$ cat src/pkg/mdr_cfg.svh
`ifndef MDR_CFG_SVH
`define MDR_CFG_SVH

// Register map, word addresses on the plain register port
`define MDR_ADDR_W 8
`define MDR_TX_HDP_BASE 8'h00
`define MDR_RX_HDP_BASE 8'h08
`define MDR_TX_CP_BASE 8'h10
`define MDR_RX_CP_BASE 8'h18
`define MDR_STAT_GOOD 8'h20
`define MDR_STAT_BCAST 8'h21
`define MDR_STAT_MCAST 8'h22
`define MDR_STAT_PAUSE 8'h23
`define MDR_MAC_CTRL 8'h28
`define MDR_STATUS 8'h29
`define MDR_MAX_LEN 8'h2A

// Control register field positions
`define MDR_CTRL_WR_DEC_BIT 0
`define MDR_CTRL_FLOW_EN_BIT 1
`define MDR_CTRL_STAT_IE_BIT 2
`define MDR_CTRL_W 3

// Reset values
`define MDR_CTRL_RST 3'h0
`define MDR_MAX_LEN_RST 16'h05EE
`define MDR_STAT_RST 32'h0000_0000

// Frame constants
`define MDR_MIN_LEN 16'h0040
`define MDR_PAUSE_TYPE 16'h8808
`define MDR_PAUSE_OPCODE 16'h0001
`define MDR_HALF_SCALE_BIT 31

// Statistics clear delay after reset release, in clocks
`define MDR_STAT_CLR_CYC 38

`endif

$ cat src/pkg/mdr_pkg.sv
package mdr_pkg;
   // Statistics counter index
   typedef enum logic [1:0] {
      STAT_GOOD,
      STAT_BCAST,
      STAT_MCAST,
      STAT_PAUSE
   } mdr_stat_t;

   // Post-reset clear sequencer
   typedef enum logic [1:0] {
      CLR_WAIT,
      CLR_DONE
   } mdr_clr_state_t;
endpackage

$ cat src/design/mdr_regs.sv
`include "mdr_cfg.svh"

module mdr_regs #(
   parameter int NUM_CH = 8,
   parameter int STAT_CLR_CYC = `MDR_STAT_CLR_CYC
) (
   // Clock and reset
   input wire logic core_clk,
   input wire logic rstn,
   // Register port
   input wire logic [`MDR_ADDR_W-1:0] reg_addr,
   input wire logic [31:0] reg_wdata,
   input wire logic reg_wr,
   input wire logic reg_rd,
   output logic [31:0] reg_rdata,
   // Receive classifier frame event
   input wire logic rx_frame_done,
   input wire logic rx_addr_match,
   input wire logic rx_promisc,
   input wire logic rx_is_broadcast,
   input wire logic rx_is_multicast,
   input wire logic [15:0] rx_frame_len,
   input wire logic rx_crc_err,
   input wire logic rx_align_err,
   input wire logic rx_code_err,
   input wire logic rx_overrun,
   input wire logic [15:0] rx_type_field,
   input wire logic [15:0] rx_opcode,
   // DMA engine and interrupt combiner
   output logic [NUM_CH-1:0] tx_queue_start,
   output logic [NUM_CH-1:0] rx_queue_enable,
   output logic [NUM_CH-1:0] tx_cp_written,
   output logic [NUM_CH-1:0] rx_cp_written,
   output logic [31:0] cp_value,
   output logic hdp_write_error,
   output logic statistics_pending_interrupt
);

   localparam int CW = $clog2(STAT_CLR_CYC + 1);
   localparam int CHW = $clog2(NUM_CH);

   // Pointer storage
   logic [31:0] tx_queue_head_pointer_ff [NUM_CH];
   logic [31:0] rx_queue_head_pointer_ff [NUM_CH];
   logic [31:0] tx_completion_pointer_ff [NUM_CH];
   logic [31:0] rx_completion_pointer_ff [NUM_CH];
   // Statistics
   logic [31:0] stat_ff [4];
   logic [31:0] nxt_stat [4];
   // Control
   logic [`MDR_CTRL_W-1:0] mac_control_register_ff;
   logic [15:0] rx_max_frame_length_ff;
   logic hdp_err_sticky_ff;
   mdr_pkg::mdr_clr_state_t clr_state_ff;
   logic [CW-1:0] clr_cnt_ff;
   logic clr_now;
   logic [3:0] inc;
   logic [3:0] stat_wr;
   logic len_ok, err_free, good, pause;

   // Decode a register window: base address to channel hit
   function automatic logic in_win(input logic [`MDR_ADDR_W-1:0] a,
                                   input logic [`MDR_ADDR_W-1:0] base);
      in_win = (a >= base) && (a < base + `MDR_ADDR_W'(NUM_CH));
   endfunction

   function automatic logic [CHW-1:0] ch_of(
         input logic [`MDR_ADDR_W-1:0] a,
         input logic [`MDR_ADDR_W-1:0] base);
      logic [`MDR_ADDR_W-1:0] d;
      d = a - base;
      ch_of = d[CHW-1:0];
   endfunction

   // Classification; overrun deliberately not looked at
   assign len_ok = (rx_frame_len >= `MDR_MIN_LEN) &&
                   (rx_frame_len <= rx_max_frame_length_ff);
   assign err_free = !rx_crc_err && !rx_align_err && !rx_code_err;
   assign good = rx_frame_done && (rx_addr_match || rx_promisc) &&
                 len_ok && err_free;
   assign pause = rx_frame_done && len_ok && err_free &&
                  (rx_type_field == `MDR_PAUSE_TYPE) &&
                  (rx_opcode == `MDR_PAUSE_OPCODE) &&
                  mac_control_register_ff[`MDR_CTRL_FLOW_EN_BIT];
   assign inc[mdr_pkg::STAT_GOOD] = good;
   assign inc[mdr_pkg::STAT_BCAST] = good && rx_is_broadcast;
   assign inc[mdr_pkg::STAT_MCAST] = good && rx_is_multicast &&
                                     !rx_is_broadcast;
   assign inc[mdr_pkg::STAT_PAUSE] = pause;

   // Software write hits on statistics
   always_comb begin
      stat_wr = '0;
      if (reg_wr && reg_addr == `MDR_STAT_GOOD) begin
         stat_wr[0] = 1'b1;
      end else if (reg_wr && reg_addr == `MDR_STAT_BCAST) begin
         stat_wr[1] = 1'b1;
      end else if (reg_wr && reg_addr == `MDR_STAT_MCAST) begin
         stat_wr[2] = 1'b1;
      end else if (reg_wr && reg_addr == `MDR_STAT_PAUSE) begin
         stat_wr[3] = 1'b1;
      end
   end

   // Post-reset clear timer: the clear lands on a fixed edge
   always_ff @(posedge core_clk or negedge rstn) begin
      if (!rstn) begin
         clr_state_ff <= mdr_pkg::CLR_WAIT;
         clr_cnt_ff <= '0;
      end else begin
         case (clr_state_ff)
            mdr_pkg::CLR_WAIT: begin
               clr_cnt_ff <= clr_cnt_ff + CW'(1);
               if (clr_now) begin
                  clr_state_ff <= mdr_pkg::CLR_DONE;
               end
            end
            default: clr_state_ff <= mdr_pkg::CLR_DONE;
         endcase
      end
   end
   assign clr_now = (clr_state_ff == mdr_pkg::CLR_WAIT) &&
                    (clr_cnt_ff == CW'(STAT_CLR_CYC - 1));

   // Next counter value: decrement/load first, then the event
   always_comb begin
      for (int i = 0; i < 4; i++) begin
         nxt_stat[i] = stat_ff[i];
         if (stat_wr[i]) begin
            if (mac_control_register_ff[`MDR_CTRL_WR_DEC_BIT]) begin
               // Floor at zero so all ones clears to zero, or to one if an event lands in the same cycle
               if (reg_wdata > stat_ff[i]) begin
                  nxt_stat[i] = '0;
               end else begin
                  nxt_stat[i] = stat_ff[i] - reg_wdata;
               end
            end else begin
               nxt_stat[i] = reg_wdata;
            end
         end
         // Event added on top of the write so a write never loses it
         if (inc[i]) begin
            nxt_stat[i] = nxt_stat[i] + 32'h0000_0001;
         end
         if (clr_now) begin
            nxt_stat[i] = `MDR_STAT_RST;
         end
      end
   end

   // Statistics counters
   always_ff @(posedge core_clk or negedge rstn) begin
      if (!rstn) begin
         for (int i = 0; i < 4; i++) begin
            stat_ff[i] <= `MDR_STAT_RST;
         end
      end else begin
         for (int i = 0; i < 4; i++) begin
            stat_ff[i] <= nxt_stat[i];
         end
      end
   end

   // Pending follows the next values so it tracks every update
   always_ff @(posedge core_clk or negedge rstn) begin
      if (!rstn) begin
         statistics_pending_interrupt <= 1'b0;
      end else begin
         statistics_pending_interrupt <=
            mac_control_register_ff[`MDR_CTRL_STAT_IE_BIT] &&
            (nxt_stat[0][`MDR_HALF_SCALE_BIT] ||
             nxt_stat[1][`MDR_HALF_SCALE_BIT] ||
             nxt_stat[2][`MDR_HALF_SCALE_BIT] ||
             nxt_stat[3][`MDR_HALF_SCALE_BIT]);
      end
   end

   // Control and maximum length registers
   always_ff @(posedge core_clk or negedge rstn) begin
      if (!rstn) begin
         mac_control_register_ff <= `MDR_CTRL_RST;
         rx_max_frame_length_ff <= `MDR_MAX_LEN_RST;
      end else if (reg_wr && reg_addr == `MDR_MAC_CTRL) begin
         mac_control_register_ff <= reg_wdata[`MDR_CTRL_W-1:0];
      end else if (reg_wr && reg_addr == `MDR_MAX_LEN) begin
         rx_max_frame_length_ff <= reg_wdata[15:0];
      end
   end

   // Pointer storage; head contents are undefined until software
   // zeroes them, so they are reset to zero here only for safety
   always_ff @(posedge core_clk or negedge rstn) begin
      if (!rstn) begin
         for (int i = 0; i < NUM_CH; i++) begin
            tx_queue_head_pointer_ff[i] <= '0;
            rx_queue_head_pointer_ff[i] <= '0;
            tx_completion_pointer_ff[i] <= '0;
            rx_completion_pointer_ff[i] <= '0;
         end
      end else if (reg_wr) begin
         if (in_win(reg_addr, `MDR_TX_HDP_BASE)) begin
            tx_queue_head_pointer_ff[ch_of(reg_addr, `MDR_TX_HDP_BASE)]
               <= reg_wdata;
         end else if (in_win(reg_addr, `MDR_RX_HDP_BASE)) begin
            rx_queue_head_pointer_ff[ch_of(reg_addr, `MDR_RX_HDP_BASE)]
               <= reg_wdata;
         end else if (in_win(reg_addr, `MDR_TX_CP_BASE)) begin
            tx_completion_pointer_ff[ch_of(reg_addr, `MDR_TX_CP_BASE)]
               <= reg_wdata;
         end else if (in_win(reg_addr, `MDR_RX_CP_BASE)) begin
            rx_completion_pointer_ff[ch_of(reg_addr, `MDR_RX_CP_BASE)]
               <= reg_wdata;
         end
      end
   end

   // One-cycle start, enable and completion pulses to the DMA side
   always_ff @(posedge core_clk or negedge rstn) begin
      if (!rstn) begin
         tx_queue_start <= '0;
         rx_queue_enable <= '0;
         tx_cp_written <= '0;
         rx_cp_written <= '0;
         cp_value <= '0;
      end else begin
         tx_queue_start <= '0;
         rx_queue_enable <= '0;
         tx_cp_written <= '0;
         rx_cp_written <= '0;
         if (reg_wr && in_win(reg_addr, `MDR_TX_HDP_BASE)) begin
            tx_queue_start[ch_of(reg_addr, `MDR_TX_HDP_BASE)] <= 1'b1;
         end
         if (reg_wr && in_win(reg_addr, `MDR_RX_HDP_BASE)) begin
            rx_queue_enable[ch_of(reg_addr, `MDR_RX_HDP_BASE)] <= 1'b1;
         end
         if (reg_wr && in_win(reg_addr, `MDR_TX_CP_BASE)) begin
            tx_cp_written[ch_of(reg_addr, `MDR_TX_CP_BASE)] <= 1'b1;
            cp_value <= reg_wdata;
         end
         if (reg_wr && in_win(reg_addr, `MDR_RX_CP_BASE)) begin
            rx_cp_written[ch_of(reg_addr, `MDR_RX_CP_BASE)] <= 1'b1;
            cp_value <= reg_wdata;
         end
      end
   end

   // Sticky error for a head write over a live pointer; read clears,
   // but a new error in the read cycle wins
   always_ff @(posedge core_clk or negedge rstn) begin
      if (!rstn) begin
         hdp_err_sticky_ff <= 1'b0;
      end else if (reg_wr && ((in_win(reg_addr, `MDR_TX_HDP_BASE) &&
            tx_queue_head_pointer_ff[ch_of(reg_addr, `MDR_TX_HDP_BASE)]
               != '0) ||
            (in_win(reg_addr, `MDR_RX_HDP_BASE) &&
            rx_queue_head_pointer_ff[ch_of(reg_addr, `MDR_RX_HDP_BASE)]
               != '0))) begin
         hdp_err_sticky_ff <= 1'b1;
      end else if (reg_rd && reg_addr == `MDR_STATUS) begin
         hdp_err_sticky_ff <= 1'b0;
      end
   end

   always_ff @(posedge core_clk or negedge rstn) begin
      if (!rstn) begin
         hdp_write_error <= 1'b0;
      end else begin
         hdp_write_error <= hdp_err_sticky_ff;
      end
   end

   // Read data, valid the cycle after the strobe; unmapped reads zero
   always_ff @(posedge core_clk or negedge rstn) begin
      if (!rstn) begin
         reg_rdata <= '0;
      end else if (!reg_rd) begin
         reg_rdata <= '0;
      end else if (in_win(reg_addr, `MDR_TX_HDP_BASE)) begin
         reg_rdata <=
            tx_queue_head_pointer_ff[ch_of(reg_addr, `MDR_TX_HDP_BASE)];
      end else if (in_win(reg_addr, `MDR_RX_HDP_BASE)) begin
         reg_rdata <=
            rx_queue_head_pointer_ff[ch_of(reg_addr, `MDR_RX_HDP_BASE)];
      end else if (in_win(reg_addr, `MDR_TX_CP_BASE)) begin
         reg_rdata <=
            tx_completion_pointer_ff[ch_of(reg_addr, `MDR_TX_CP_BASE)];
      end else if (in_win(reg_addr, `MDR_RX_CP_BASE)) begin
         reg_rdata <=
            rx_completion_pointer_ff[ch_of(reg_addr, `MDR_RX_CP_BASE)];
      end else if (reg_addr == `MDR_STAT_GOOD) begin
         reg_rdata <= stat_ff[0];
      end else if (reg_addr == `MDR_STAT_BCAST) begin
         reg_rdata <= stat_ff[1];
      end else if (reg_addr == `MDR_STAT_MCAST) begin
         reg_rdata <= stat_ff[2];
      end else if (reg_addr == `MDR_STAT_PAUSE) begin
         reg_rdata <= stat_ff[3];
      end else if (reg_addr == `MDR_MAC_CTRL) begin
         reg_rdata <= {29'h0, mac_control_register_ff};
      end else if (reg_addr == `MDR_STATUS) begin
         reg_rdata <= {30'h0, statistics_pending_interrupt,
                       hdp_err_sticky_ff};
      end else if (reg_addr == `MDR_MAX_LEN) begin
         reg_rdata <= {16'h0, rx_max_frame_length_ff};
      end else begin
         reg_rdata <= '0;
      end
   end

endmodule // mdr_regs

$ cat config.mk
export PLATFORM = sky130hd
export DESIGN_NAME = mdr_regs
export DESIGN_NICKNAME = d
export VERILOG_FILES = /design/src/pkg/mdr_pkg.sv /design/src/design/mdr_regs.sv
export VERILOG_INCLUDE_DIRS = /design/src /design/src/pkg
export SDC_FILE = /design/constraint.sdc
export NUM_CORES = 2
export LEC_CHECK = 0
export BUFFER_PORTS_ARGS = -buffer_cell sky130_fd_sc_hd__buf_2
export CAP_MARGIN = 20
export CORE_AREA = 2 2 331 333
export DETAILED_ROUTE_END_ITERATION = 10
export DIE_AREA = 0 0 333 335
export PLACE_DENSITY = 0.8
export SLEW_MARGIN = 10
export SYNTH_ARGS = -nofsm -noshare
export SYNTH_HDL_FRONTEND = slang
export SYNTH_SLANG_ARGS = --single-unit
$ cat constraint.sdc
create_clock -name core_clk -period 4.8 [get_ports core_clk]
set_clock_uncertainty 0.2 [all_clocks]
set_input_delay 0.48 -clock core_clk [delete_from_list [all_inputs] [get_ports core_clk]]
set_output_delay 0.48 -clock core_clk [all_outputs]
set_load 0.1 [all_outputs]
==> impl_metrics.py <==
metrics = {
    "synthesis": {
        "ys.flop_type": "dfrtp_1",
        "ys_warn_count": 0,
        "synth-edff-count": 0,
        "synth_nets": 6957,
        "synth_top_family_by_area": "compound AO/OA/AOI/OAI gates",
        "synthAdderAreaFrac_pct": 2.90,
        "synthTopCellsByCount": "1,269 x dfrtp_1, 1,224 x nand2_1, 987 x o21ai_0",
        "synthArstFlopShare_pct": 100,
        "synthMuxAreaShare_pct": 14.6,
        "synth_xor_area_share_pct": 2.55,
        "syn_area_mm2": 0.0674,
        "synthMostInstantiatedCell": "dfrtp_1",
        "syn-instance-count": 6702,
        "synth_cell_types": 94,
        "yosys.area.top_type_share_pct": 47.1,
        "synth_compound_area_share_pct": 15.8,
        "synth-simple-area-share_pct": 13.3,
        "ys_seq_area_share_pct": 47.4,
        "synth_seq_cells": 1277,
        "yosys.area.top_type": "dfrtp_1",
        "syn_area_per_cell_um2": 10.1,
        "netlist_top_cells_area": "dfrtp_1 47%, mux4_2 9.1%, o21ai_0 7.3%",
    },
    "grt": {
        "first_global_vias": 62100,
        "grt_pass1_wl_um": 393000,
        "overflow": 0,
        "antenna_found_initial": 19,
        "grt_max_degree": 156,
        "grt.total_usage_pct": 47.9,
    },
    "setup_path": {
        "worst-r2r-cell-count": 15,
        "r2r-end": "statistics_pending_interrupt$_DFF_PN0_",
        "end_kind": "register",
        "cp_slowest_stage_delay_ns": 0.59,
        "crit_top_cell": "buf_4",
        "r2r_slack_ns": 0.10,
        "rr_startpoint": "stat_ff[96]$_DFF_PN0_",
        "cp_data_arrival_time_ns": 5.10,
        "worst-endpoint-required_ns": 5.18,
        "cp-start-kind": "primary input",
        "critPathKind": "primary input to register",
        "critPathMaxFanout": 6,
        "crit_chain": "dlygate4sd3_1, buf_2, clkinvlp_4, buf_4, buf_4, ha_1, and4_1, nand3_1, a21oi_2, o31ai_1, o41a_1, or4_4, nor4_4, nand3_2, and4bb_1, xnor2_1, a311oi_2",
        "cpMaxStageDelayCell": "or4_4",
    },
    "pwr": {
        "p_sw_share_pct": 28.0,
        "internal_power_uw": 18900,
        "irDropWorstVdd_mv": 0.419,
        "power_density_mw_per_mm2": 321,
        "p_sw_uw": 7350,
        "clockPowerShare_pct": 42.2,
        "pwr-share-seq_pct": 44.4,
        "pwr-share-comb_pct": 13.4,
        "leakagePower_uw": 0.0385,
    },
    "clocking": {
        "clk_latency_ns": 0.78,
        "cts-root-buf": "clkbuf_16",
        "htree_levels": 4,
        "cts_sinks": 1277,
        "numCtsBuffers": 134,
        "max-clock-path-buffers": 3,
        "clk_pin_slew_ns": 0.06,
        "cts_tree": "built",
    },
    "timing": {
        "max-slew-margin-rel_pct": 5.47,
        "min_period_over_period_pct": 98.3,
        "period_needed_ns": 4.72,
        "worst_pin_slew_ns": 1.42,
        "fmax_ghz": 0.212,
        "finalHoldViolCount": 0,
        "fin_ws_ns": 0.0825,
        "finalSetupViolCount": 0,
        "slew_violations": 0,
    },
    "worst_hold_path": {
        "hp-class": "primary input to register",
        "worstHoldStart": "reg_wdata[28]",
        "holdPathStages": 3,
        "whs_endpoint": "tx_completion_pointer_ff[28]$_DFFE_PN0P_",
    },
    "floorplan": {
        "start_util_pct": 62.4,
        "die_w_um": 333,
        "die_y_um": 335,
        "rows": 121,
        "ioPinCount": 199,
        "die_area_mm2": 0.112,
        "core_mm2": 0.108,
    },
    "drt": {
        "vias": 62500,
        "wl_um": 268000,
        "wire_per_inst_um": 29.6,
        "drt_pass1_iterations": 8,
        "ant_nets": 0,
        "drc": 0,
        "vias_per_cell": 6.90,
        "drt_iter0_drc": 8671,
    },
    "place": {
        "dp_hpwl_um": 184000,
        "gp_congestion": 1.06,
        "post_dp_cell_area_mm2": 0.0763,
        "io_buffers": 197,
        "dp_worst_setup_slack_ns": -0.308,
    },
    "layout": {
        "area_growth_pct": 21.0,
        "layout-drive-gt1-share_pct": 27.5,
        "post-route-cell-area_mm2": 0.0816,
        "nNetsFinal": 7790,
        "final_util_pct": 75.5,
    },
    "status": {
        "outcome": "completed",
    },
    "job": {
        "drv_cap": 0,
    },
}
-- what timing repair did --
action	CTS	global route
hold buffers	19	0
pin swaps	1	23
hold endpoints to repair	212	0
gates resized for setup	4	70
setup buffers	2	14
endpoints found under the setup margin	3	46
-- state kept, by name, indices dropped and copies added (netlist names) --
signal and flops:
stat_ff 128, tx_queue_start 8, clr_cnt_ff 6, hdp_write_error 1, rx_max_frame_length_ff 16, tx_queue_head_pointer_ff 256
tx_cp_written 8, rx_completion_pointer_ff 256, cp_value 32, statistics_pending_interrupt 1, rx_cp_written 8, rx_queue_enable 8
clr_state_ff 1, rx_queue_head_pointer_ff 256, reg_rdata 32, mac_control_register_ff 3, tx_completion_pointer_ff 256, hdp_err_sticky_ff 1
-- critical path, delay by kind of cell --
| kind | cells | cell delay, ns |
|---|---|---|
| fa+ha+maj | 1 | 0.37 |
| buf+inv | 5 | 1.30 |
| xor+xnor | 1 | 0.19 |
| simple gates | 6 | 1.77 |
| compound gates | 4 | 0.96 |
-- placed cells by master, fill, tap and decap left out, types with 45 or more instances in the layout --
cell type,count
buf_2,191
buf_4,944
mux4_2,272
dfrtp_1,1268
mux2i_1,65
and3_1,45
nor3_1,60
a21o_1,56
mux2_2,274
xor2_1,78
nand3_1,67
o21ai_0,973
nor2_1,341
nand2_1,1211
xnor2_1,116
a21oi_1,277
ha_1,144
nand4_1,53
a22oi_1,48
clkbuf_16,134
a31oi_1,66
inv_1,98
a211oi_1,45
-- routing by layer --
metal / part of all wire, % / up-vias / wire [um] / track usage [%]
met3: 12 / 1177 / 33400 / 13.4
met5: 0.037 / - / 98 / 0
met4: 7.1 / 16 / 19200 / 29.8
met2: 45 / 4638 / 120000 / 72.4
met1: 36 / 30900 / 95700 / 61.7
li1: - / 25700 / - / -
-- cell type report --
class / instances / area, um^2
inverter: 108 / 422
clock inverter: 46 / 811
fill: 7161 / 26500
antenna: 7 / 17.5
multi-input combinational: 4816 / 33700
timing repair buffer: 1198 / 9090
clock buffer: 194 / 3870
sequential: 1277 / 32000
tap: 1414 / 1770
-- worst max path at each step --
stage | slack [ns] | to | cells past startpoint | start
3_3_place_gp | -0.29 | stat_ff[126]$_DFF_PN0_ | 19 | reg_wdata[2]
3_5_place_dp | -0.31 | statistics_pending_interrupt$_DFF_PN0_ | 19 | reg_wdata[0]
5_1_grt | -0.05 | statistics_pending_interrupt$_DFF_PN0_ | 21 | reg_wdata[8]
6_report | 0.08 | statistics_pending_interrupt$_DFF_PN0_ | 17 | reg_wdata[8]
2_1_floorplan | -0.01 | stat_ff[94]$_DFF_PN0_ | 18 | reg_wdata[8]
4_1_cts | 0.01 | statistics_pending_interrupt$_DFF_PN0_ | 17 | stat_ff[32]$_DFF_PN0_
-- stage by stage --
stage	setup TNS, ns	power [uW]	hold WS, ns	instances
3_5_place_dp	-4.22	15100	0.263	8778
6_report	0	26200	0.0413	9060
4_1_cts	0	26000	0.00978	9039
3_3_place_gp	-3.20	15000	0.256	8778
5_1_grt	-0.0652	26800	0.0238	9055
2_1_floorplan	-0.0204	13600	-0.0156	6702
-- cell families after synthesis --
group,count (synthesis)
simple gates,2046
compound gates,1809
flops,1277
mux,611
buf+inv,609
xor+xnor,196
fa+ha+maj,154
-- power by group through the flow --
stage	Sequential (uW)	Combinational (uW)	Clock (uW)
2_1_floorplan	12100	1480	0
3_3_place_gp	11700	3270	0
5_1_grt	11700	3700	11500
3_5_place_dp	11800	3350	0
6_report	11600	3520	11100
4_1_cts	11600	3410	11000
Power figures use the tool's default switching activity.
